$ cat config.mk
export PLATFORM = sky130hd
export DESIGN_NAME = rtc_i2c_access_and_trim
export DESIGN_NICKNAME = d
export VERILOG_FILES = /design/src/verilog/rtc_access_pkg.sv /design/src/verilog/rtc_i2c_access_and_trim.sv
export SDC_FILE = /design/constraint.sdc
export NUM_CORES = 1
export LEC_CHECK = 0
export BUFFER_PORTS_ARGS = -buffer_cell sky130_fd_sc_hd__clkbuf_2
export CORE_ASPECT_RATIO = 1.1
export CORE_MARGIN = 2
export CORE_UTILIZATION = 55
export DETAILED_ROUTE_END_ITERATION = 7
export HOLD_SLACK_MARGIN = 0.08
export MAX_ROUTING_LAYER = met4
export PLACE_DENSITY = 0.71
export SYNTH_ARGS = -nofsm -noshare
export SYNTH_HDL_FRONTEND = slang
export SYNTH_SLANG_ARGS = --single-unit
$ cat constraint.sdc
create_clock -name CLOCK -period 25.5 [get_ports CLOCK]
set_clock_uncertainty 0.2 [all_clocks]
set_input_delay 3.825 -clock CLOCK [delete_from_list [all_inputs] [get_ports CLOCK]]
set_output_delay 3.825 -clock CLOCK [all_outputs]
set_load 0.02 [all_outputs]
$ cat src/verilog/rtc_access_pkg.sv
// Shared constants of the serial register access and time trim block
package rtc_access_pkg;
    // Clock and oscillator rates
    localparam int CLK_HZ = 250_000_000;
    localparam int OSC_HZ = 32768;
    localparam logic [12:0] HALF_DIV = 13'(CLK_HZ / (2 * OSC_HZ));
    // One counted second and its half, in oscillator ticks
    localparam logic [16:0] SEC_TICKS = 17'h0_8000;
    localparam logic [16:0] HALF_SEC_TICKS = 17'h0_4000;
    // Trim applied once per this many seconds
    localparam int TRIM_PERIOD_S = 20;
    localparam logic [4:0] TRIM_LAST = 5'(TRIM_PERIOD_S - 1);
    // Automatic access release, inside the 0.5 to 1.0 s window
    localparam int RELEASE_MS = 750;
    localparam int RELEASE_TICKS = OSC_HZ * RELEASE_MS / 1000;
    // Link protocol values
    localparam logic [6:0] SLAVE_ADDR = 7'h32;
    localparam logic [3:0] FMT_WRITE = 4'h0;
    localparam logic [3:0] FMT_READ_NOW = 4'h4;
    localparam logic [3:0] PTR_AFTER_STOP = 4'hF;
    // Register map
    localparam logic [3:0] REG_TIME_TRIM_ADJUST = 4'h7;
    localparam logic [3:0] REG_CTRL1 = 4'hE;
    localparam logic [7:0] REG_RESET = 8'h00;
    localparam logic [1:0] CTRL1_HI_1HZ = 2'h0;
    localparam logic [3:0] CTRL1_LO_1HZ = 4'h3;
    // Trim codes below these minimums give no correction; base of the gain steps
    localparam logic [6:0] TRIM_GAIN_MIN = 7'h02;
    localparam logic [6:0] TRIM_GAIN_BASE = 7'h01;
    localparam logic [6:0] TRIM_LOSS_MIN = 7'h42;
    // Write buffer shape: pointer plus data byte
    localparam int WBUF_WIDTH = 12;
    localparam int WBUF_DEPTH = 16;

    typedef enum logic [5:0] {
        ST_WAIT = 6'b00_0001,
        ST_RECV = 6'b00_0010,
        ST_ACK0 = 6'b00_0100,
        ST_ACK1 = 6'b00_1000,
        ST_SEND = 6'b01_0000,
        ST_MACK = 6'b10_0000
    } link_state_t;
endpackage

$ cat src/verilog/rtc_i2c_access_and_trim.sv
// Serial register access engine, time-count hold and trim of the clock
`timescale 1ns/100ps
`default_nettype none

////////////////////////////////////////////////////////////////////////////////
module rtc_wbuf_fifo
    import rtc_access_pkg::*;
#(
    parameter int WIDTH = WBUF_WIDTH,
    parameter int DEPTH = WBUF_DEPTH
)
(
    input wire logic clk,
    input wire logic rst,
    input wire logic in_valid,
    output logic in_ready,
    input wire logic [WIDTH-1:0] in_data,
    output logic out_valid,
    input wire logic out_ready,
    output logic [WIDTH-1:0] out_data
);
    localparam int AW = $clog2(DEPTH);

    typedef struct packed {
        logic [DEPTH-1:0][WIDTH-1:0] mem;
        logic [AW:0] wr;
        logic [AW:0] rd;
    } fifo_state_t;

    fifo_state_t q;
    fifo_state_t n;
    logic full;
    logic empty;

    // Extra pointer bit tells full from empty
    assign full = (q.wr[AW] != q.rd[AW]) && (q.wr[AW-1:0] == q.rd[AW-1:0]);
    assign empty = (q.wr == q.rd);
    assign in_ready = ~full;
    assign out_valid = ~empty;
    assign out_data = q.mem[q.rd[AW-1:0]];

    always_comb
    begin
        n = q;
        if (in_valid && !full)
        begin
            n.mem[q.wr[AW-1:0]] = in_data;
            n.wr = q.wr + 1'b1;
        end
        if (out_ready && !empty)
        begin
            n.rd = q.rd + 1'b1;
        end
    end

    always_ff @(posedge clk or posedge rst)
    begin
        if (rst)
        begin
            q <= '0;
        end
        else
        begin
            q <= n;
        end
    end
endmodule

////////////////////////////////////////////////////////////////////////////////
module rtc_i2c_access_and_trim
    import rtc_access_pkg::*;
#(
    parameter int RELEASE_OSC_TICKS = RELEASE_TICKS
)
(
    input wire logic CLOCK,
    input wire logic RST,
    input wire logic SCL_IN,
    input wire logic SDA_IN,
    output logic SDA_OUT,
    output logic SDA_OE_N,
    output logic SUB_CLOCK_OUTPUT,
    output logic SECOND_CARRY,
    output logic ACCESS_HOLD,
    output logic INTR_PULSE_N
);
    typedef struct packed {
        logic scl_m;
        logic scl_s;
        logic scl_d;
        logic sda_m;
        logic sda_s;
        logic sda_d;
        link_state_t st;
        logic [2:0] bitc;
        logic [7:0] sr;
        logic [1:0] bidx;
        logic go_send;
        logic mack;
        logic [3:0] ptr;
        logic [3:0] fmt;
        logic sda_low;
        logic sda_o;
        logic active;
        logic locked;
        logic [15:0] rel_cnt;
        logic [12:0] half_cnt;
        logic subclk;
        logic [16:0] sec_cnt;
        logic [4:0] sec20;
        logic pend;
        logic carry;
        logic pulse_n;
        logic [15:0][7:0] regs;
    } top_state_t;

    top_state_t q;
    top_state_t n;

    logic rise;
    logic fall;
    logic start_c;
    logic stop_c;
    logic push;
    logic [WBUF_WIDTH-1:0] push_data;
    logic push_ready;
    logic tx_load;
    logic drain_valid;
    logic [WBUF_WIDTH-1:0] drain_data;

    // Length of the current second in oscillator ticks
    function automatic logic [16:0] sec_length(input logic [6:0] adj, input logic trim_sec);
        logic [16:0] len;
        logic [6:0] steps;
        len = SEC_TICKS;
        steps = 7'h00;
        if (trim_sec)
        begin
            if (!adj[6] && adj >= TRIM_GAIN_MIN)
            begin
                steps = adj - TRIM_GAIN_BASE;
                len = SEC_TICKS + 17'({steps, 1'b0});
            end
            else if (adj[6] && adj >= TRIM_LOSS_MIN)
            begin
                steps = 7'h00 - adj;
                len = SEC_TICKS - 17'({steps, 1'b0});
            end
            // neutral codes fall through; two ticks per 3.05 ppm step
        end
        return len;
    endfunction

    ////////////////////////////////////////////////////////////////////////////
    assign rise = q.scl_s & ~q.scl_d;
    assign fall = ~q.scl_s & q.scl_d;
    assign start_c = q.scl_s & q.scl_d & q.sda_d & ~q.sda_s;
    assign stop_c = q.scl_s & q.scl_d & ~q.sda_d & q.sda_s;

    // Register reads stall the drain for one cycle so the array has one user
    rtc_wbuf_fifo #(
        .WIDTH(WBUF_WIDTH),
        .DEPTH(WBUF_DEPTH)
    ) u_wbuf (
        .clk(CLOCK),
        .rst(RST),
        .in_valid(push),
        .in_ready(push_ready),
        .in_data(push_data),
        .out_valid(drain_valid),
        .out_ready(~tx_load),
        .out_data(drain_data)
    );

    always_comb
    begin
        logic osc_tick;
        logic sec_tick;
        logic do_load;
        logic [7:0] b;
        logic [7:0] rd_byte;
        osc_tick = 1'b0;
        sec_tick = 1'b0;
        do_load = 1'b0;
        b = {q.sr[6:0], q.sda_s};
        rd_byte = 8'h00;
        push = 1'b0;
        push_data = '0;
        tx_load = 1'b0;
        n = q;
        n.carry = 1'b0;
        n.scl_m = SCL_IN;
        n.scl_s = q.scl_m;
        n.scl_d = q.scl_s;
        n.sda_m = SDA_IN;
        n.sda_s = q.sda_m;
        n.sda_d = q.sda_s;

        // free-running sub clock; no trim term here
        if (q.half_cnt == HALF_DIV - 13'h0001)
        begin
            n.half_cnt = 13'h0000;
            n.subclk = ~q.subclk;
            osc_tick = ~q.subclk;
        end
        else
        begin
            n.half_cnt = q.half_cnt + 13'h0001;
        end

        if (osc_tick)
        begin
            if (q.sec_cnt >= sec_length(q.regs[REG_TIME_TRIM_ADJUST][6:0], q.sec20 == TRIM_LAST)
                    - 17'h0_0001)
            begin
                n.sec_cnt = 17'h0_0000;
                n.sec20 = (q.sec20 == TRIM_LAST) ? 5'h00 : q.sec20 + 5'h01;
                sec_tick = 1'b1;
            end
            else
            begin
                n.sec_cnt = q.sec_cnt + 17'h0_0001;
            end
        end

        n.pulse_n = ~(q.regs[REG_CTRL1][7:6] == CTRL1_HI_1HZ
            && q.regs[REG_CTRL1][3:0] == CTRL1_LO_1HZ && q.sec_cnt < HALF_SEC_TICKS);

        // hold carries, release on next tick
        if (sec_tick && q.active)
        begin
            n.pend = 1'b1;
        end
        else if (sec_tick)
        begin
            n.carry = 1'b1;
        end
        else if (!q.active && q.pend && osc_tick)
        begin
            n.carry = 1'b1;
            n.pend = 1'b0;
        end

        if (q.active && osc_tick)
        begin
            n.rel_cnt = q.rel_cnt + 16'h0001;
        end

        if (stop_c)
        begin
            n.st = ST_WAIT;
            n.active = 1'b0;
            n.locked = 1'b0;
            n.ptr = PTR_AFTER_STOP;
            n.sda_low = 1'b0;
            n.rel_cnt = 16'h0000;
        end
        else if (q.active && q.rel_cnt >= 16'(RELEASE_OSC_TICKS - 1))
        begin
            n.st = ST_WAIT;
            n.active = 1'b0;
            n.locked = 1'b1;
            n.ptr = PTR_AFTER_STOP;
            n.sda_low = 1'b0;
            n.rel_cnt = 16'h0000;
        end
        // locked link never drives, so no acknowledge and FFh reads
        else if (start_c && !q.locked)
        begin
            n.st = ST_RECV;
            n.bitc = 3'h0;
            n.bidx = 2'h0;
            n.sda_low = 1'b0;
            if (!q.active)
            begin
                n.active = 1'b1;
                n.rel_cnt = 16'h0000;
            end
        end
        else
        begin
            case (q.st)
                ST_RECV:
                begin
                    if (rise)
                    begin
                        n.sr = b;
                        n.bitc = q.bitc + 3'h1;
                        if (q.bitc == 3'h7)
                        begin
                            n.st = ST_ACK0;
                            n.go_send = 1'b0;
                            if (q.bidx == 2'h0)
                            begin
                                if (b[7:1] == SLAVE_ADDR)
                                begin
                                    n.go_send = b[0];
                                    n.bidx = 2'h1;
                                end
                                else
                                begin
                                    n.st = ST_WAIT;
                                end
                            end
                            else if (q.bidx == 2'h1)
                            begin
                                n.ptr = b[7:4];
                                n.fmt = b[3:0];
                                n.go_send = (b[3:0] == FMT_READ_NOW);
                                n.bidx = 2'h2;
                            end
                            else if (push_ready)
                            begin
                                push = 1'b1;
                                push_data = {q.ptr, b};
                                n.ptr = q.ptr + 4'h1;
                            end
                            else
                            begin
                                // Full buffer refuses the byte with no acknowledge
                                n.st = ST_WAIT;
                            end
                        end
                    end
                end
                ST_ACK0:
                begin
                    if (fall)
                    begin
                        n.sda_low = 1'b1;
                        n.st = ST_ACK1;
                    end
                end
                ST_ACK1:
                begin
                    if (fall)
                    begin
                        n.sda_low = 1'b0;
                        n.bitc = 3'h0;
                        n.st = ST_RECV;
                        do_load = q.go_send;
                    end
                end
                ST_SEND:
                begin
                    if (fall)
                    begin
                        if (q.bitc == 3'h7)
                        begin
                            n.sda_low = 1'b0;
                            n.st = ST_MACK;
                        end
                        else
                        begin
                            n.bitc = q.bitc + 3'h1;
                            n.sr = {q.sr[6:0], 1'b0};
                            n.sda_low = ~q.sr[6];
                        end
                    end
                end
                ST_MACK:
                begin
                    if (rise)
                    begin
                        n.mack = ~q.sda_s;
                    end
                    if (fall)
                    begin
                        n.st = ST_WAIT;
                        do_load = q.mack;
                    end
                end
                default:
                begin
                    n.st = ST_WAIT;
                end
            endcase
        end

        if (do_load)
        begin
            tx_load = 1'b1;
            rd_byte = q.regs[q.ptr];
            n.sr = rd_byte;
            n.sda_low = ~rd_byte[7];
            n.bitc = 3'h0;
            n.ptr = q.ptr + 4'h1;
            n.st = ST_SEND;
        end

        if (drain_valid && !tx_load)
        begin
            n.regs[drain_data[11:8]] = drain_data[7:0];
            if (drain_data[11:8] == REG_TIME_TRIM_ADJUST)
            begin
                n.regs[REG_TIME_TRIM_ADJUST][7] = 1'b0;
            end
        end
    end

    always_ff @(posedge CLOCK or posedge RST)
    begin
        if (RST)
        begin
            q <= '0;
            q.st <= ST_WAIT;
            q.ptr <= PTR_AFTER_STOP;
            q.scl_m <= 1'b1;
            q.scl_s <= 1'b1;
            q.scl_d <= 1'b1;
            q.sda_m <= 1'b1;
            q.sda_s <= 1'b1;
            q.sda_d <= 1'b1;
            q.pulse_n <= 1'b1;
            q.regs <= {16{REG_RESET}};
        end
        else
        begin
            q <= n;
        end
    end

    assign SDA_OUT = q.sda_o;
    assign SDA_OE_N = ~q.sda_low;
    assign SUB_CLOCK_OUTPUT = q.subclk;
    assign SECOND_CARRY = q.carry;
    assign ACCESS_HOLD = q.active;
    assign INTR_PULSE_N = q.pulse_n;
endmodule

`default_nettype wire
==> impl_metrics.tcl <==
set metrics [dict create \
    synth_seq_area_share 0.506 \
    holdCritPathClass "register to register" \
    r2r_slack_ps 20170 \
    critPathKind "primary input to asynchronous set/reset pin" \
    rsz0062_at_grt "no" \
    postLayoutCellArea_sq_um 22500 \
    worst-path-max-fanout 131 \
    cts_made_buffers 43 \
    fp.dieW_um 189 \
    wl_um 44100 \
    cts_tree "built" \
    ant_nets 0 \
    grt_max_degree 132 \
    clock_latency_ps 560 \
    place.gp.congestion 0.892 \
    synth_top_cells_by_count "dfrtp_1, mux2_2, nor2_1" \
    post-cts-setup-buffer-count 0 \
    relSlewSlack 0.202 \
    vias 12800 \
    num_rows 74 \
    syn_nets 1616 \
    diodes 0 \
    avgSynthCellArea_sq_um 13.1 \
    path_cells "clkbuf_2 -> inv_8 -> buf_4 -> buf_4" \
    critPathCaptureType "asynchronous set/reset pin" \
    cpPeakStageDelay_ps 900 \
    endpoint "u_wbuf.q[60]$_DFFE_PP0P_" \
    pin_count 10 \
    drt_first_pass_iters 5 \
    stdcell_count 2075 \
    syn2layout_area_growth_pct 8.70 \
    yosys_warnings 0 \
    slowest_stage "buf_4" \
    die_y_um 208 \
    fin_crit_sh 0.236 \
    max-cap-violations 0 \
    synth_flop_cell "dfrtp_1" \
    wire_per_inst_um 21.2 \
    vias_per_cell 6.15 \
    clock_sinks 418 \
    grt_pass1_wl_um 71700 \
    timing.rr.start "q[57]$_DFFE_PP0P_" \
    track_usage 0.238 \
    synth_largest_area_cell "dfrtp_1" \
    drt-initial-drc-count 891 \
    synth_area_sq_um 20700 \
    grt_overflow 0 \
    setup.worst_path.start "RST" \
    power_density_nw_per_um2 60.1 \
    crit_top_cell "buf_4" \
    cts_buffer_depth 3 \
    drc 0 \
    cts_hold_buf 0 \
    netlist_instances 1578 \
    final_layout_size_suffix_gt1_frac 0.351 \
    ys_types 77 \
    numPortBuffers 8 \
    clk_pin_slew_ps 60 \
    hold_violations 0 \
    grt_pass1_vias 12900 \
    vdd_drop_max_v 0.0000452 \
    cts_resized 0 \
    crit_arrival_ps 6350 \
    synth-edff-count 0 \
    hold-worst-slack_ps 158 \
    rr_worst_depth 19 \
    cts_root_buf "clkbuf_16" \
    r2r_end "q[131]$_DFFE_PP0P_" \
    status "completed" \
    dpl-instance-area_sq_um 21000 \
    tightest_slew_ps 1190 \
    grt_antenna_before_repair 0 \
    ys_ff_latch 418 \
    crit_required_ps 25840 \
    period_minus_slack_ps 6010 \
    synth_top_area_frac 0.490 \
    ys_top_cells_by_area "dfrtp_1, mux2_2, mux4_2" \
    nets 1585 \
    leakage_nw 10.7 \
    coreArea_sq_um 37100 \
    maxSlewViolCount 0 \
    setup_viol 0 \
    dpl.hpwl_um 28100 \
    synthMostInstantiatedCell "dfrtp_1" \
    fin_tns_setup_ps 0 \
    start_util 0.558 \
    dp.cells 1996 \
    die-area_sq_um 39200 \
    startpoint_type "primary input" \
    async_flop_share 1.00 \
    htree_num_levels 2 \
    fmax_mhz 166 \
]
## worst max-delay path: cells and delay by family
family / cells / cell delay (ps)
buf+inv: 4 / 2410
## placed cells by master (no fill, tap or decap), types with 19 or more instances in the layout
master     count
nand2_1       70
xor2_1        33
dfrtp_1      403
nand4_1       21
nor2_1        90
a21oi_1       31
clkbuf_16     44
mux4_2        88
inv_1         19
ha_1          34
o21ai_0       45
mux2_2       321
nand3_1       36
xnor2_1       28
## through the flow
step / total power [mW] / util / setup slack (ps)
final: 1.35 / 0.607 / 19490
after global routing: 1.40 / 0.607 / 18980
after CTS: 1.37 / 0.607 / 19320
after detailed placement: 0.714 / 0.567 / 18740
after global placement: 0.714 / 0.567 / 18790
after floorplan: 0.705 / - / 9860
## registers in the layout (all words and copies together), names as in the netlist
| signal | count |
|---|---|
| n | 4 |
| ACCESS_HOLD | 1 |
| u_wbuf.q | 202 |
| INTR_PULSE_N | 1 |
| SECOND_CARRY | 1 |
| SUB_CLOCK_OUTPUT | 1 |
| q | 208 |
## kinds of logic after synthesis
| family | synth area share |
|---|---|
| compound gates | 0.0513 |
| xor+xnor | 0.0258 |
| fa+ha+maj | 0.0205 |
| buf+inv | 0.0271 |
| flops | 0.506 |
| mux | 0.277 |
| other cells | 0.000181 |
| simple gates | 0.0921 |
## power by group
part           total (mW)  internal [mW]  switching, mW  leakage, nW
registers           0.673          0.666        0.00695         5.78
logic              0.0283        0.00689         0.0214         4.16
clock network       0.652          0.395          0.258        0.732
## worst min-delay path by stage
stage / start / endpoint / slack (ps) / cells past startpoint
3_3_place_gp: n[220]$_DFF_PP1_ / n[219]$_DFF_PP1_ / 150 / 0
2_1_floorplan: n[217]$_DFF_PP1_ / n[216]$_DFF_PP1_ / 150 / 0
5_1_grt: n[220]$_DFF_PP1_ / n[219]$_DFF_PP1_ / 160 / 0
4_1_cts: n[220]$_DFF_PP1_ / n[219]$_DFF_PP1_ / 160 / 0
6_report: n[220]$_DFF_PP1_ / n[219]$_DFF_PP1_ / 160 / 0
3_5_place_dp: n[220]$_DFF_PP1_ / n[219]$_DFF_PP1_ / 150 / 0
## cell type report
class                           count  area, sq um
Fill cell                        2794        14600
Timing Repair Buffer               26          175
Multi-Input combinational cell   1038         9680
Inverter                           20         82.6
Sequential cell                   418        10500
Clock inverter                     16          223
Clock buffer                       63         1260
Tap cell                          494          618
## layer usage
layer	vias up	global-route usage	routed length, um
met1	6680	0.325	19800
met5	-	-	0
met4	0	0.0606	877
met2	253	0.383	21900
met3	57	0.0298	1570
li1	5762	-	-
Power figures use the tool's default switching activity.
